==> src/core/eag_pkg.sv <==
// Package of constants and types for the effective address generator
`default_nettype none
package eag_pkg;
  // ***********************************
  // Mode encodings
  // ***********************************
  localparam logic [2:0] MODE_DREG  = 3'h0;
  localparam logic [2:0] MODE_AREG  = 3'h1;
  localparam logic [2:0] MODE_IND   = 3'h2;
  localparam logic [2:0] MODE_POST  = 3'h3;
  localparam logic [2:0] MODE_PRE   = 3'h4;
  localparam logic [2:0] MODE_DISP  = 3'h5;
  localparam logic [2:0] MODE_INDEX = 3'h6;
  localparam logic [2:0] MODE_EXTRA = 3'h7;
  localparam logic [2:0] SP_NUM     = 3'h7;
  // ***********************************
  // Steps and extension word fields
  // ***********************************
  localparam logic [31:0] STEP_BYTE = 32'h1;
  localparam logic [31:0] STEP_WORD = 32'h2;
  localparam logic [31:0] STEP_LONG = 32'h4;
  localparam int EXT_DA    = 15;
  localparam int EXT_REG   = 12;
  localparam int EXT_WL    = 11;
  localparam int EXT_SCALE = 9;
  localparam int EXT_FULL  = 8;
  // ***********************************
  // Register map and reset values
  // ***********************************
  localparam logic [3:0]  OFS_CTRL   = 4'h0;
  localparam logic [3:0]  OFS_STATUS = 4'h4;
  localparam logic [3:0]  OFS_LAST   = 4'h8;
  localparam logic [31:0] CTRL_RST   = 32'h1;
  localparam logic [1:0]  RESP_OKAY  = 2'h0;
  localparam logic [1:0]  RESP_DEC   = 2'h3;
  // ***********************************
  // Types
  // ***********************************
  typedef enum logic [1:0] {SZ_BYTE = 2'b00, SZ_WORD = 2'b01, SZ_LONG = 2'b10} eag_size_e;
  typedef enum logic [1:0] {FORM_REG = 2'b00, FORM_EA = 2'b01, FORM_IMPL = 2'b10} eag_form_e;
  typedef enum logic [1:0] {LOC_DREG = 2'b00, LOC_AREG = 2'b01, LOC_MEM = 2'b10} eag_loc_e;
  typedef struct packed {
    eag_form_e   form;
    logic [2:0]  mode;
    logic [2:0]  regf;
    logic        is_addr;
    logic [2:0]  impl_reg;
    eag_size_e   size;
    logic        cp_en;
    logic [7:0]  cp_size;
    logic [15:0] ext;
  } eag_req_s;
  typedef struct packed {
    eag_loc_e    kind;
    logic [2:0]  rnum;
    logic [31:0] addr;
    logic [1:0]  ext_cnt;
    logic        unsup;
  } eag_loc_s;
endpackage
`default_nettype wire

==> src/core/eag_top.sv <==
// Effective address generator with AXI4-Lite control and status
`default_nettype none
module eag_top
  import eag_pkg::*;
(
  // Clock and reset
  input  wire logic              aclk,
  input  wire logic              aresetn,
  // Decode request
  input  wire logic              req_valid,
  input  wire eag_req_s          req,
  // Register file view
  input  wire logic [7:0][31:0]  dreg_val,
  input  wire logic [7:0][31:0]  areg_val,
  // Operand location result
  output var  logic              loc_valid_r,
  output var  eag_loc_s          loc_r,
  // Address register write-back
  output var  logic              wb_valid_r,
  output var  logic [2:0]        wb_reg_r,
  output var  logic [31:0]       wb_data_r,
  // AXI4-Lite slave
  input  wire logic [3:0]        s_awaddr,
  input  wire logic              s_awvalid,
  output var  logic              s_awready,
  input  wire logic [31:0]       s_wdata,
  input  wire logic [3:0]        s_wstrb,
  input  wire logic              s_wvalid,
  output var  logic              s_wready,
  output var  logic [1:0]        s_bresp,
  output var  logic              s_bvalid,
  input  wire logic              s_bready,
  input  wire logic [3:0]        s_araddr,
  input  wire logic              s_arvalid,
  output var  logic              s_arready,
  output var  logic [31:0]       s_rdata,
  output var  logic [1:0]        s_rresp,
  output var  logic              s_rvalid,
  input  wire logic              s_rready
);
  // ***********************************
  // Address computation
  // ***********************************
  logic        fire;
  logic [2:0]  m;
  logic [2:0]  rn;
  logic [31:0] base;
  logic [31:0] step;
  logic [31:0] idx_raw;
  logic [31:0] idx;
  logic [31:0] dsp16;
  logic [31:0] dsp8;
  logic        loc_valid_nxt;
  eag_loc_s    loc_nxt;
  logic        wb_valid_nxt;
  logic [2:0]  wb_reg_nxt;
  logic [31:0] wb_data_nxt;
  logic        ctrl_en_r;

  always_comb
  begin
    fire = req_valid && ctrl_en_r;
    m    = req.mode;
    rn   = req.regf;
    if (req.form == FORM_REG)
    begin
      m = req.is_addr ? MODE_AREG : MODE_DREG;
    end
    else if (req.form == FORM_IMPL)
    begin
      rn = req.impl_reg;
    end
    base = areg_val[rn];
    case (req.size)
      SZ_BYTE: step = (rn == SP_NUM) ? STEP_WORD : STEP_BYTE;
      SZ_WORD: step = STEP_WORD;
      default: step = STEP_LONG;
    endcase
    if (req.cp_en)
    begin
      step = {24'h000000, req.cp_size};
    end
    dsp16   = {{16{req.ext[15]}}, req.ext};
    dsp8    = {{24{req.ext[7]}}, req.ext[7:0]};
    idx_raw = req.ext[EXT_DA] ? areg_val[req.ext[EXT_REG+:3]]
                              : dreg_val[req.ext[EXT_REG+:3]];
    idx     = req.ext[EXT_WL] ? idx_raw
                              : {{16{idx_raw[15]}}, idx_raw[15:0]};
    idx     = idx << req.ext[EXT_SCALE+:2];
    loc_valid_nxt = fire;
    loc_nxt       = '{kind: LOC_MEM, rnum: rn, addr: base, ext_cnt: 2'h0, unsup: 1'b0};
    wb_valid_nxt  = 1'b0;
    wb_reg_nxt    = rn;
    wb_data_nxt   = base;
    case (m)
      MODE_DREG:
      begin
        loc_nxt.kind = LOC_DREG;
        loc_nxt.addr = 32'h0;
      end
      MODE_AREG:
      begin
        loc_nxt.kind = LOC_AREG;
        loc_nxt.addr = 32'h0;
      end
      MODE_IND: loc_nxt.addr = base;
      MODE_POST:
      begin
        wb_valid_nxt = fire;
        wb_data_nxt  = base + step;
      end
      MODE_PRE:
      begin
        wb_valid_nxt = fire;
        wb_data_nxt  = base - step;
        loc_nxt.addr = base - step;
      end
      MODE_DISP:
      begin
        loc_nxt.addr    = base + dsp16;
        loc_nxt.ext_cnt = 2'h1;
      end
      MODE_INDEX:
      begin
        loc_nxt.addr    = base + dsp8 + idx;
        loc_nxt.ext_cnt = 2'h1;
        loc_nxt.unsup   = req.ext[EXT_FULL];
      end
      default:
      begin
        loc_nxt.rnum  = 3'h0;
        loc_nxt.addr  = 32'h0;
        loc_nxt.unsup = 1'b1;
      end
    endcase
    if (!fire)
    begin
      loc_nxt     = loc_r;
      wb_reg_nxt  = wb_reg_r;
      wb_data_nxt = wb_data_r;
    end
  end

  always_ff @(posedge aclk)
  begin
    if (!aresetn)
    begin
      loc_valid_r <= 1'b0;
      loc_r       <= '0;
      wb_valid_r  <= 1'b0;
      wb_reg_r    <= 3'h0;
      wb_data_r   <= 32'h0;
    end
    else
    begin
      loc_valid_r <= loc_valid_nxt;
      loc_r       <= loc_nxt;
      wb_valid_r  <= wb_valid_nxt;
      wb_reg_r    <= wb_reg_nxt;
      wb_data_r   <= wb_data_nxt;
    end
  end

  // ***********************************
  // AXI4-Lite registers
  // ***********************************
  logic        ctrl_en_nxt;
  logic [15:0] op_cnt_r;
  logic [15:0] op_cnt_nxt;
  logic [15:0] err_cnt_r;
  logic [15:0] err_cnt_nxt;
  logic        aw_h_r;
  logic        aw_h_nxt;
  logic        w_h_r;
  logic        w_h_nxt;
  logic [3:0]  awa_r;
  logic [3:0]  awa_nxt;
  logic [31:0] wd_r;
  logic [31:0] wd_nxt;
  logic        ws_r;
  logic        ws_nxt;
  logic        bv_nxt;
  logic [1:0]  br_nxt;
  logic        rv_nxt;
  logic [1:0]  rr_nxt;
  logic [31:0] rd_nxt;

  always_comb
  begin
    ctrl_en_nxt = ctrl_en_r;
    op_cnt_nxt  = op_cnt_r + {15'h0000, loc_valid_r};
    err_cnt_nxt = err_cnt_r + {15'h0000, loc_valid_r && loc_r.unsup};
    aw_h_nxt    = aw_h_r || (s_awvalid && s_awready);
    w_h_nxt     = w_h_r || (s_wvalid && s_wready);
    awa_nxt     = aw_h_r ? awa_r : s_awaddr;
    wd_nxt      = w_h_r ? wd_r : s_wdata;
    ws_nxt      = w_h_r ? ws_r : s_wstrb[0];
    bv_nxt      = s_bvalid && !s_bready;
    br_nxt      = s_bresp;
    if (aw_h_r && w_h_r && !s_bvalid)
    begin
      aw_h_nxt = 1'b0;
      w_h_nxt  = 1'b0;
      bv_nxt   = 1'b1;
      br_nxt   = RESP_OKAY;
      if (awa_r == OFS_CTRL)
      begin
        if (ws_r)
        begin
          ctrl_en_nxt = wd_r[0];
        end
      end
      else if (awa_r != OFS_STATUS && awa_r != OFS_LAST)
      begin
        br_nxt = RESP_DEC;
      end
    end
    rv_nxt = s_rvalid && !s_rready;
    rr_nxt = s_rresp;
    rd_nxt = s_rdata;
    if (s_arvalid && s_arready)
    begin
      rv_nxt = 1'b1;
      rr_nxt = RESP_OKAY;
      case (s_araddr)
        OFS_CTRL:   rd_nxt = {31'h00000000, ctrl_en_r};
        OFS_STATUS: rd_nxt = {err_cnt_r, op_cnt_r};
        OFS_LAST:   rd_nxt = loc_r.addr;
        default:
        begin
          rd_nxt = 32'h0;
          rr_nxt = RESP_DEC;
        end
      endcase
    end
  end

  always_ff @(posedge aclk)
  begin
    if (!aresetn)
    begin
      ctrl_en_r <= CTRL_RST[0];
      op_cnt_r  <= 16'h0000;
      err_cnt_r <= 16'h0000;
      aw_h_r    <= 1'b0;
      w_h_r     <= 1'b0;
      awa_r     <= 4'h0;
      wd_r      <= 32'h0;
      ws_r      <= 1'b0;
      s_awready <= 1'b0;
      s_wready  <= 1'b0;
      s_bvalid  <= 1'b0;
      s_bresp   <= 2'h0;
      s_arready <= 1'b0;
      s_rvalid  <= 1'b0;
      s_rresp   <= 2'h0;
      s_rdata   <= 32'h0;
    end
    else
    begin
      ctrl_en_r <= ctrl_en_nxt;
      op_cnt_r  <= op_cnt_nxt;
      err_cnt_r <= err_cnt_nxt;
      aw_h_r    <= aw_h_nxt;
      w_h_r     <= w_h_nxt;
      awa_r     <= awa_nxt;
      wd_r      <= wd_nxt;
      ws_r      <= ws_nxt;
      s_awready <= !aw_h_nxt;
      s_wready  <= !w_h_nxt;
      s_bvalid  <= bv_nxt;
      s_bresp   <= br_nxt;
      s_arready <= !rv_nxt && !(s_arvalid && s_arready);
      s_rvalid  <= rv_nxt;
      s_rresp   <= rr_nxt;
      s_rdata   <= rd_nxt;
    end
  end
endmodule
`default_nettype wire

==> config.mk <==
export PLATFORM = sky130hd
export DESIGN_NAME = eag_top
export DESIGN_NICKNAME = d
export VERILOG_FILES = /design/src/core/eag_pkg.sv /design/src/core/eag_top.sv
export SDC_FILE = /design/constraint.sdc
export NUM_CORES = 1
export LEC_CHECK = 0
export ABC_CLOCK_PERIOD_IN_PS = 8100
export BUFFER_PORTS_ARGS = -buffer_cell sky130_fd_sc_hd__buf_4
export CORE_AREA = 3 3 282 284
export DETAILED_ROUTE_END_ITERATION = 12
export DIE_AREA = 0 0 285 287
export GPL_TIMING_DRIVEN = 0
export PLACE_DENSITY = 0.48
export SYNTH_ARGS = -nofsm -noshare
export SYNTH_HDL_FRONTEND = slang
export SYNTH_SLANG_ARGS = --single-unit
==> constraint.sdc <==
create_clock -name aclk -period 8.1 [get_ports aclk]
set_clock_uncertainty 0.2 [all_clocks]
set_input_delay 1.62 -clock aclk [delete_from_list [all_inputs] [get_ports aclk]]
set_output_delay 1.62 -clock aclk [all_outputs]
set_load 0.1 [all_outputs]
==> impl_metrics.env, run 1 <==
export IMPL_hold_class="reg2reg"
export IMPL_multi_input_area_mm2=0.0153
export IMPL_rsz0062_at_grt="false"
export IMPL_cap_violations=0
export IMPL_ioPinCount=721
export IMPL_design_die_area_mm2=0.0818
export IMPL_worstHoldStart="wb_data_r[30]$_SDFFE_PN0P_"
export IMPL_drtIter0Drc=1873
export IMPL_clock_latency_ns=0.44
export IMPL_cts_tree="yes"
export IMPL_synth_top_area_share_pct=18.6
export IMPL_setup_viol_count_final=0
export IMPL_cp_arrival_ns=7.99
export IMPL_p_total_mw=4.37
export IMPL_ys_ff_latch=156
export IMPL_p_per_area_mw_per_mm2=162
export IMPL_grt_pass1_vias=22000
export IMPL_slew_viol_final=0
export IMPL_drc_errors=0
export IMPL_syn2layout_area_growth_pct=36.8
export IMPL_synth_distinct_cells=93
export IMPL_coreArea_mm2=0.0773
export IMPL_root_buffer="clkbuf_16"
export IMPL_synth_common_cells="nand2_1, nor2_1, a21oi_1, mux4_2, dfxtp_1"
export IMPL_place_congestion=1.01
export IMPL_async_flop_share_pct=0
export IMPL_crit_fanout=19
export IMPL_hpwl_um=105000
export IMPL_ys_flop_type="dfxtp_1"
export IMPL_synth_cells=2352
export IMPL_netlist_area_mm2=0.0197
export IMPL_fp_dieH_um=287
export IMPL_cp_start_kind="input pin"
export IMPL_dp_worst_setup_slack_ns=-1.75
export IMPL_drtAntennaViolNets=0
export IMPL_hold_viol=0
export IMPL_setup_worst_path_start="req[37]"
export IMPL_nFillCells=8446
export IMPL_yosysMostFrequentCell="nand2_1"
export IMPL_clockBufferDepth=2
export IMPL_ys_seq_area_share_pct=15.9
export IMPL_antenna_found_initial=47
export IMPL_synth_largest_area_cell="mux4_2"
export IMPL_die_w_um=285
export IMPL_vias=22400
export IMPL_layout_drive_gt1_share_pct=33.0
export IMPL_fin_ws_ns=0.230
export IMPL_syn_area_per_cell_um2=8.38
export IMPL_slew_headroom_pct=25.6
export IMPL_peakVddDrop_mv=0.119
export IMPL_num_rows=102
export IMPL_first_pass_iters=6
export IMPL_clk_pin_slew_ns=0.06
export IMPL_drt_vias_per_instance=5.41
export IMPL_synth_edf_count=0
export IMPL_num_nets_final=3768
export IMPL_synth_nets=3071
export IMPL_ff_latch_area_mm2=0.00312
export IMPL_portBuffers=684
export IMPL_yosysWarnings=0
export IMPL_fin_crit_sh_pct=97.2
export IMPL_r2r_start="ctrl_en_r$_SDFFE_PN1P_"
export IMPL_grt_pass1_wl_um=165000
export IMPL_grt_overflow=0
export IMPL_routed_wl_um=121000
export IMPL_grt_usage_pct=28.1
export IMPL_start_util_pct=25.5
export IMPL_worst_pin_slew_ns=1.11
export IMPL_clock_fmax_mhz=127
export IMPL_h_tree_depth=4
export IMPL_numCtsBuffers=17
export IMPL_cts_sinks=156
export IMPL_crit_required_ns=8.22
export IMPL_outcome="finished clean"
export IMPL_synth_area_top_cells="mux4_2, dfxtp_1, mux2i_1"
export IMPL_grt_max_degree=25
export IMPL_cp_end_kind="flip-flop"
export IMPL_tns_ns=0
export IMPL_post_drt_wl_per_cell_um=29.2
export IMPL_leakage_nw=11.6
export IMPL_min_period_ns=7.87
export IMPL_crit_type="in2reg"
logic make-up after synthesis:
group | synth area share [%]
buf+inv | 6.87
simple gates | 17.4
mux | 25.9
xor+xnor | 4.67
flops | 15.9
fa+ha+maj | 8.70
compound gates | 20.6
other cells | 0.0190
layout make-up:
| class | count | share of cell area, % |
|---|---|---|
| antenna | 40 | 0.372 |
| clock buffer | 20 | 1.70 |
| tap | 1040 | 4.83 |
| multi-input combinational | 1889 | 56.7 |
| inverter | 136 | 1.89 |
| sequential | 156 | 11.6 |
| timing repair buffer | 687 | 19.1 |
| clock inverter | 10 | 0.525 |
| buffer | 162 | 3.30 |
state kept, by name, summed over array words and instances, names as in the netlist, 3 cells and up:
signal and flops:
err_cnt_r 16, loc_r 39, awa_r 4, op_cnt_r 16
wb_data_r 32, s_rdata 32, wb_reg_r 3
final timing paths:
| path | end | slack [ns] | cells after the start |
|---|---|---|---|
| worst max-delay path | loc_r[31]$_SDFFE_PN0P_ | 0.23 | 25 |
| worst min-delay path | wb_data_r[30]$_SDFFE_PN0P_ | 0.25 | 2 |
| worst max register to register | loc_r[21]$_SDFFE_PN0P_ | 5.39 | 6 |
| worst min register to register | wb_data_r[30]$_SDFFE_PN0P_ | 0.25 | 2 |
cell usage in the layout, fill, tap and decap left out, drive strengths merged, types with 8 or more instances in the layout:
cell / count
nor2b: 17
diode: 40
a31oi: 37
a311oi: 15
nand2b: 14
fa: 35
inv: 134
o31ai: 11
and3: 31
mux4: 163
o211ai: 10
o21bai: 10
o221ai: 14
nand2: 258
o21a: 8
a21o: 39
dfxtp: 156
clkbuf: 127
a221oi: 19
ha: 81
mux2: 18
nand3: 64
nor3: 35
buf: 737
and2: 16
a221o: 8
xnor2: 64
o22ai: 18
nor2: 253
a21oi: 198
mux2i: 116
xor2: 41
o21ai: 102
a22oi: 55
nand4: 19
a211oi: 24
a32oi: 12
nor4: 11
metrics by stage:
step	instance area [µm²]	cells	hold WS [ns]	utilization, %
after floorplan	19700	2352	0.241	-
after global placement	26100	4076	0.237	33.8
after detailed placement	26100	4076	0.244	33.8
after CTS	26800	4098	0.253	34.6
after global routing	26900	4135	0.278	34.8
final	26900	4140	0.252	34.8
power breakdown:
part / internal (mW) / switching [mW]
registers: 0.801 / 0.0309
logic: 1.06 / 1.66
clock network: 0.498 / 0.324
total: 2.35 / 2.01
worst max-delay path: stages:
cell      delay [ns]
buf_4           0.13
nor2b_4         0.23
buf_6           0.21
mux2_4          0.18
buf_12          0.14
buf_12          0.16
buf_12          0.17
buf_4           0.35
clkbuf_1        0.58
a311oi_1        0.27
a21oi_4         0.35
inv_1           0.12
ha_1            0.25
fa_1            0.46
a211oi_1        0.34
o21ai_0         0.20
a32oi_1         0.34
o21ai_0         0.29
a211oi_2        0.40
o21a_1          0.21
o31ai_1         0.11
xnor2_1         0.18
o22ai_1         0.14
a311oi_1        0.38
o21ai_0         0.12
per-layer routing:
layer / share of wire (%) / global-route usage, % / up-vias
met1: 39 / 33.3 / 10900
li1: - / - / 10200
met2: 49 / 48.7 / 1057
met3: 6.7 / 4.96 / 196
met5: 0.062 / 0 / -
met4: 5.3 / 14.4 / 12
repair_timing:
action / in CTS / in global routing
hold buffers: 0 / 0
buffers inserted: 0 / 3
gates resized for setup: 37 / 21
setup endpoints to repair: 48 / 18
No activity file was read; power rests on OpenSTA's default activity.
==> inputs of run 2 (changes only) <==
GPL_TIMING_DRIVEN = unset   (was 0)
==> run 2 against run 1 <==
  * Cell count shrank 1.9%
  * Combinational power is essentially flat
  * Critical endpoint unchanged
  * Power shrank 1.4%
  * Clock-buffer cell count decreased by 2
  * Sequential power is essentially flat
  * Critical path depth down 4
  * Maximum frequency is 7.3% higher
  * Register-to-register slack gained 0.15 ns
==> impl_metrics.env, run 2 (synthesis gave the netlist of run 1 again) <==
export IMPL_hold_class="reg2reg"
export IMPL_layout_drive_gt1_share_pct=35.0
export IMPL_clockBufferDepth=2
export IMPL_cp_start_kind="input pin"
export IMPL_antenna_found_initial=33
export IMPL_fp_dieH_um=287
export IMPL_h_tree_depth=4
export IMPL_slew_viol_final=0
export IMPL_grt_pass1_vias=21700
export IMPL_layout_common_cells="buf_4, nand2_1, nor2_1"
export IMPL_grt_overflow=0
export IMPL_worst_pin_slew_ns=1.11
export IMPL_clock_latency_ns=0.43
export IMPL_numCtsBuffers=17
export IMPL_grt_max_degree=65
export IMPL_start_util_pct=25.5
export IMPL_vias=21700
export IMPL_num_rows=102
export IMPL_design_die_area_mm2=0.0818
export IMPL_ff_latch_area_mm2=0.00312
export IMPL_crit_type="in2reg"
export IMPL_min_period_ns=7.33
export IMPL_instances_no_fill=4061
export IMPL_setup_viol_count_final=0
export IMPL_crit_fanout=36
export IMPL_coreArea_mm2=0.0773
export IMPL_drtIter0Drc=1939
export IMPL_num_nets_final=3702
export IMPL_fin_crit_sh_pct=90.5
export IMPL_cp_arrival_ns=7.44
export IMPL_rsz0062_at_grt="false"
export IMPL_final_common_cell="buf_4"
export IMPL_post_drt_wl_per_cell_um=26.8
export IMPL_cap_violations=0
export IMPL_largest_reg_flops=39
export IMPL_dpl_instance_area_mm2=0.0262
export IMPL_placedCellCount=4004
export IMPL_drc_errors=0
export IMPL_grt_pass1_wl_um=154000
export IMPL_portBuffers=685
export IMPL_cts_resized=0
export IMPL_peakVddDrop_mv=0.110
export IMPL_cts_tree="yes"
export IMPL_hpwl_um=92900
export IMPL_ioPinCount=721
export IMPL_crit_required_ns=8.21
export IMPL_cp_end_kind="flip-flop"
export IMPL_p_total_mw=4.31
export IMPL_root_buffer="clkbuf_16"
export IMPL_drt_vias_per_instance=5.35
export IMPL_p_per_area_mw_per_mm2=161
export IMPL_place_congestion=0.962
export IMPL_first_pass_iters=6
export IMPL_cts_setup_buffers=0
export IMPL_outcome="finished clean"
export IMPL_nFillCells=8180
export IMPL_grt_usage_pct=25.4
export IMPL_multi_input_area_mm2=0.0153
export IMPL_top_regs="loc_r: 39 flops, s_rdata: 32 flops, wb_data_r: 32 flops"
export IMPL_top_register="loc_r"
export IMPL_ctsHoldBuffers=0
export IMPL_dp_worst_setup_slack_ns=0.437
export IMPL_hold_viol=0
export IMPL_tns_ns=0
export IMPL_die_w_um=285
export IMPL_drtAntennaViolNets=0
export IMPL_stdcell_area_mm2=0.0268
export IMPL_clock_fmax_mhz=136
export IMPL_routed_wl_um=109000
export IMPL_fin_ws_ns=0.768
export IMPL_syn2layout_area_growth_pct=36.2
export IMPL_clk_pin_slew_ns=0.07
export IMPL_slew_headroom_pct=25.8
export IMPL_leakage_nw=11.6
export IMPL_cts_sinks=156
-- run 2: path summary, 6_finish.rpt --
path	start	end	slack, ns	cells after the start
worst max register to register	ctrl_en_r$_SDFFE_PN1P_	loc_r[26]$_SDFFE_PN0P_	5.54	8
worst min-delay path	wb_data_r[30]$_SDFFE_PN0P_	wb_data_r[30]$_SDFFE_PN0P_	0.25	2
worst max-delay path	req[37]	loc_r[31]$_SDFFE_PN0P_	0.77	21
worst min register to register	wb_data_r[30]$_SDFFE_PN0P_	wb_data_r[30]$_SDFFE_PN0P_	0.25	2
-- run 2: layout make-up --
type                            instances  area share [%]
Multi-Input combinational cell       1889            57.0
Tap cell                             1040            4.85
Antenna cell                           25           0.233
Clock buffer                           18            1.64
Inverter                              136            1.91
Sequential cell                       156            11.6
Timing Repair Buffer                  783            22.2
Clock inverter                         14           0.504
-- run 2: critical path: stages --
cell,delay [ns]
buf_4,0.13
nor2b_4,0.38
buf_4,0.24
mux2_4,0.56
and3_1,0.27
a31oi_1,0.05
a21oi_1,0.43
inv_1,0.15
ha_1,0.26
fa_1,0.46
a211oi_1,0.36
o21ai_0,0.17
a32oi_1,0.38
o21ai_0,0.32
a211oi_1,0.44
o21a_1,0.23
o31ai_1,0.12
xnor2_1,0.15
o22ai_1,0.14
a311oi_1,0.40
o21ai_0,0.12
-- run 2: per-stage QoR --
stage,hold WS (ns),utilization [%]
6_report,0.255,34.7
5_1_grt,0.288,34.7
4_1_cts,0.261,34.6
3_5_place_dp,0.251,33.9
3_3_place_gp,0.241,33.9
2_1_floorplan,0.241,-
-- run 2: per-layer routing --
metal	global-route usage, %	part of all wire, %	up-vias
met4	9.40	3.3	8
met2	43.4	49	844
li1	-	-	10100
met1	32.1	41	10700
met5	0	0.051	-
met3	4.42	6.2	102
-- run 2: power by group --
group	total [mW]	switching, mW	internal (mW)	leakage (nW)
Sequential	0.831	0.0302	0.801	1.27
Combinational	2.69	1.60	1.09	10.1
Clock	0.787	0.349	0.438	0.288
==> inputs of run 3 (changes only) <==
ABC_CLOCK_PERIOD_IN_PS = 9000   (was 8100)
CAP_MARGIN = 20   (was unset)
CORE_AREA = 3 3 280 282   (was 3 3 282 284)
DIE_AREA = 0 0 283 285   (was 0 0 285 287)
clock period = 9 ns   (was 8.1 ns; I/O delays follow)
==> run 3 against run 2 <==
  * Global-route usage decreased by 0.23 points
  * Utilization increased by 0.24 points
  * Clock power shrank 7.4%
  * Via count is 0.62% lower
  * Register-to-register slack improved by 0.88 ns
  * Sequential cell count did not move
  * Non-clock buffer count is 36 lower
  * First-iteration DRC count is 9.1% higher
  * Power down 11%
  * Die area decreased by 1.4%
  * Critical path type unchanged
  * Critical endpoint unchanged
  * Largest power group unchanged
==> impl_metrics.env, run 3 (synthesis gave the netlist of run 1 again) <==
export IMPL_timing_hold_ws_ns=0.255
export IMPL_peakVddDrop_mv=0.105
export IMPL_place_congestion=0.945
export IMPL_cp_arrival_ns=8.04
export IMPL_vias=21600
export IMPL_crit_required_ns=9.11
export IMPL_worst_pin_slew_ns=1.02
export IMPL_layout_drive_gt1_share_pct=34.1
export IMPL_drt_vias_per_instance=5.38
export IMPL_top_register="loc_r"
export IMPL_drtIter0Drc=2116
export IMPL_leakage_nw=11.4
export IMPL_p_switching_mw=1.74
export IMPL_cts_sinks=156
export IMPL_r2r_slack_ns=6.42
export IMPL_fp_dieH_um=285
export IMPL_use_met1_pct=31.7
export IMPL_grt_pass1_wl_um=151000
export IMPL_layout_common_cells="buf_4, nand2_1, nor2_1"
export IMPL_antenna_found_initial=34
export IMPL_start_util_pct=25.9
export IMPL_nFillCells=7968
export IMPL_root_buffer="clkbuf_16"
export IMPL_clock_latency_ns=0.44
export IMPL_slew_viol_final=0
export IMPL_fin_crit_sh_pct=88.1
export IMPL_coreArea_mm2=0.0759
export IMPL_h_tree_depth=4
export IMPL_outcome="finished clean"
export IMPL_crit_path_cell_trace="buf_4 > nor2b_4 > buf_4 > mux2i_4 > buf_4 > nand2_1 > and3_1 > a311oi_1 > a21o_1 > inv_1 > fa_1 > inv_1 > ha_1 > a21oi_1 > nor2b_1 > a31oi_1 > o21ai_0 > a21o_1 > a41o_1 > a221oi_1 > xor2_1 > o22ai_1 > a311oi_1 > o21ai_0"
export IMPL_portBuffers=685
export IMPL_max_stage_delay_ns=0.54
export IMPL_swShare_pct=45.3
export IMPL_power_frac_clock_pct=19.0
export IMPL_drc_errors=0
export IMPL_instances_no_fill=4007
export IMPL_p_per_area_mw_per_mm2=145
export IMPL_ff_latch_area_mm2=0.00312
export IMPL_worstHoldStart="wb_data_r[12]$_SDFFE_PN0P_"
export IMPL_routed_wl_um=107000
export IMPL_path_delay_family="compound AO/OA/AOI/OAI gates"
export IMPL_cp_num_buf_inv=5
export IMPL_first_pass_iters=6
export IMPL_timing_rr_end="loc_r[26]$_SDFFE_PN0P_"
export IMPL_clockBufferDepth=2
export IMPL_clock_fmax_mhz=126
export IMPL_numCtsBuffers=17
export IMPL_setup_viol_count_final=0
export IMPL_crit_type="in2reg"
export IMPL_p_comb_share_pct=61.5
export IMPL_hpwl_um=90500
export IMPL_slew_headroom_pct=31.8
export IMPL_min_to="wb_data_r[12]$_SDFFE_PN0P_"
export IMPL_globalRouteMet2Util_pct=43.7
export IMPL_cts_resized=0
export IMPL_grt_max_degree=63
export IMPL_grt_busiest_layer="met2"
export IMPL_hold_class="reg2reg"
export IMPL_r2r_start="ctrl_en_r$_SDFFE_PN1P_"
export IMPL_utilization_pct=34.9
export IMPL_die_w_um=283
export IMPL_rsz0062_at_grt="false"
export IMPL_multi_input_area_mm2=0.0153
export IMPL_tns_ns=0
export IMPL_design_die_area_mm2=0.0807
export IMPL_grt_overflow=0
export IMPL_crit_path_top_delay_cell="fa_1"
export IMPL_cts_tree="yes"
export IMPL_setup_worst_path_start="req[37]"
export IMPL_placedCellCount=3957
export IMPL_seqPwrFrac_pct=19.5
export IMPL_internal_power_mw=2.10
export IMPL_hold_viol=0
export IMPL_grt_usage_pct=25.2
export IMPL_cp_start_kind="input pin"
export IMPL_dpl_instance_area_mm2=0.0259
export IMPL_crit_fanout=35
export IMPL_cp_end_kind="flip-flop"
export IMPL_ctsHoldBuffers=0
export IMPL_clk_pin_slew_ns=0.06
export IMPL_grt_pass1_vias=21500
export IMPL_stdcell_area_mm2=0.0265
export IMPL_hold_depth=2
export IMPL_cap_violations=0
export IMPL_largest_reg_flops=39
export IMPL_final_common_cell="buf_4"
export IMPL_met3_usage_pct=4.47
export IMPL_min_period_ns=7.93
export IMPL_top_regs="loc_r: 39 flops, s_rdata: 32 flops, wb_data_r: 32 flops"
export IMPL_r2r_cells=8
export IMPL_ioPinCount=721
export IMPL_num_rows=101
export IMPL_cts_setup_buffers=0
export IMPL_post_drt_wl_per_cell_um=26.6
export IMPL_drtAntennaViolNets=0
export IMPL_crit_top_cell="buf_4"
export IMPL_num_nets_final=3666
export IMPL_syn2layout_area_growth_pct=34.7
run 3: cell types whose count changed in the layout (fill, tap and decap cells not counted):
cell / previous run / this run
buf_4: 775 / 739
mux2_2: 15 / 16
bufinv_16: 1 / 3
buf_8: 0 / 1
clkinvlp_4: 0 / 2
inv_6: 5 / 1
clkinv_4: 4 / 2
nor2_1: 246 / 248
nor2_2: 6 / 4
inv_8: 1 / 0
mux2_4: 3 / 2
buf_12: 6 / 5
diode_2: 25 / 20
run 3: stage by stage:
step                setup WS (ns)  total power, mW
global route                0.816             4.09
detailed placement          0.751             3.10
CTS                          1.23             3.85
finish                       1.07             3.84
global placement            0.734             3.09
floorplan                    1.38             2.34
run 3: worst max path at each step:
stage | to | slack (ns) | cells after the start
6_report | loc_r[31]$_SDFFE_PN0P_ | 1.07 | 24
2_1_floorplan | loc_r[31]$_SDFFE_PN0P_ | 1.38 | 23
4_1_cts | loc_r[31]$_SDFFE_PN0P_ | 1.23 | 24
5_1_grt | loc_r[31]$_SDFFE_PN0P_ | 0.82 | 20
3_5_place_dp | loc_r[31]$_SDFFE_PN0P_ | 0.75 | 24
3_3_place_gp | loc_r[31]$_SDFFE_PN0P_ | 0.73 | 24
run 3: power by group through the flow:
stage | Sequential (mW) | Combinational, mW | Clock [mW]
finish | 0.748 | 2.36 | 0.729
global route | 0.752 | 2.56 | 0.776
CTS | 0.748 | 2.35 | 0.750
detailed placement | 0.764 | 2.34 | 0
global placement | 0.763 | 2.33 | 0
floorplan | 0.942 | 1.40 | 0
run 3: worst min-delay path, delay by kind of cell (launching register included):
kind             cells  cell delay, ns
AO/OA/AOI/OAI        1            0.05
flip-flops           1            0.31
AND/OR/NAND/NOR      1            0.05
run 3: cell type report:
| cell class | instances | share of cell area [%] |
|---|---|---|
| Inverter | 136 | 1.93 |
| Antenna cell | 20 | 0.189 |
| Tap cell | 1030 | 4.86 |
| Sequential cell | 156 | 11.8 |
| Clock inverter | 11 | 0.552 |
| Clock buffer | 18 | 1.66 |
| Timing Repair Buffer | 747 | 21.4 |
| Multi-Input combinational cell | 1889 | 57.6 |
run 3: routing by layer:
| metal | vias up | part of all wire [%] |
|---|---|---|
| met5 | - | 0.029 |
| met3 | 129 | 6.2 |
| met2 | 890 | 49 |
| li1 | 9953 | - |
| met4 | 4 | 3.0 |
| met1 | 10600 | 41 |
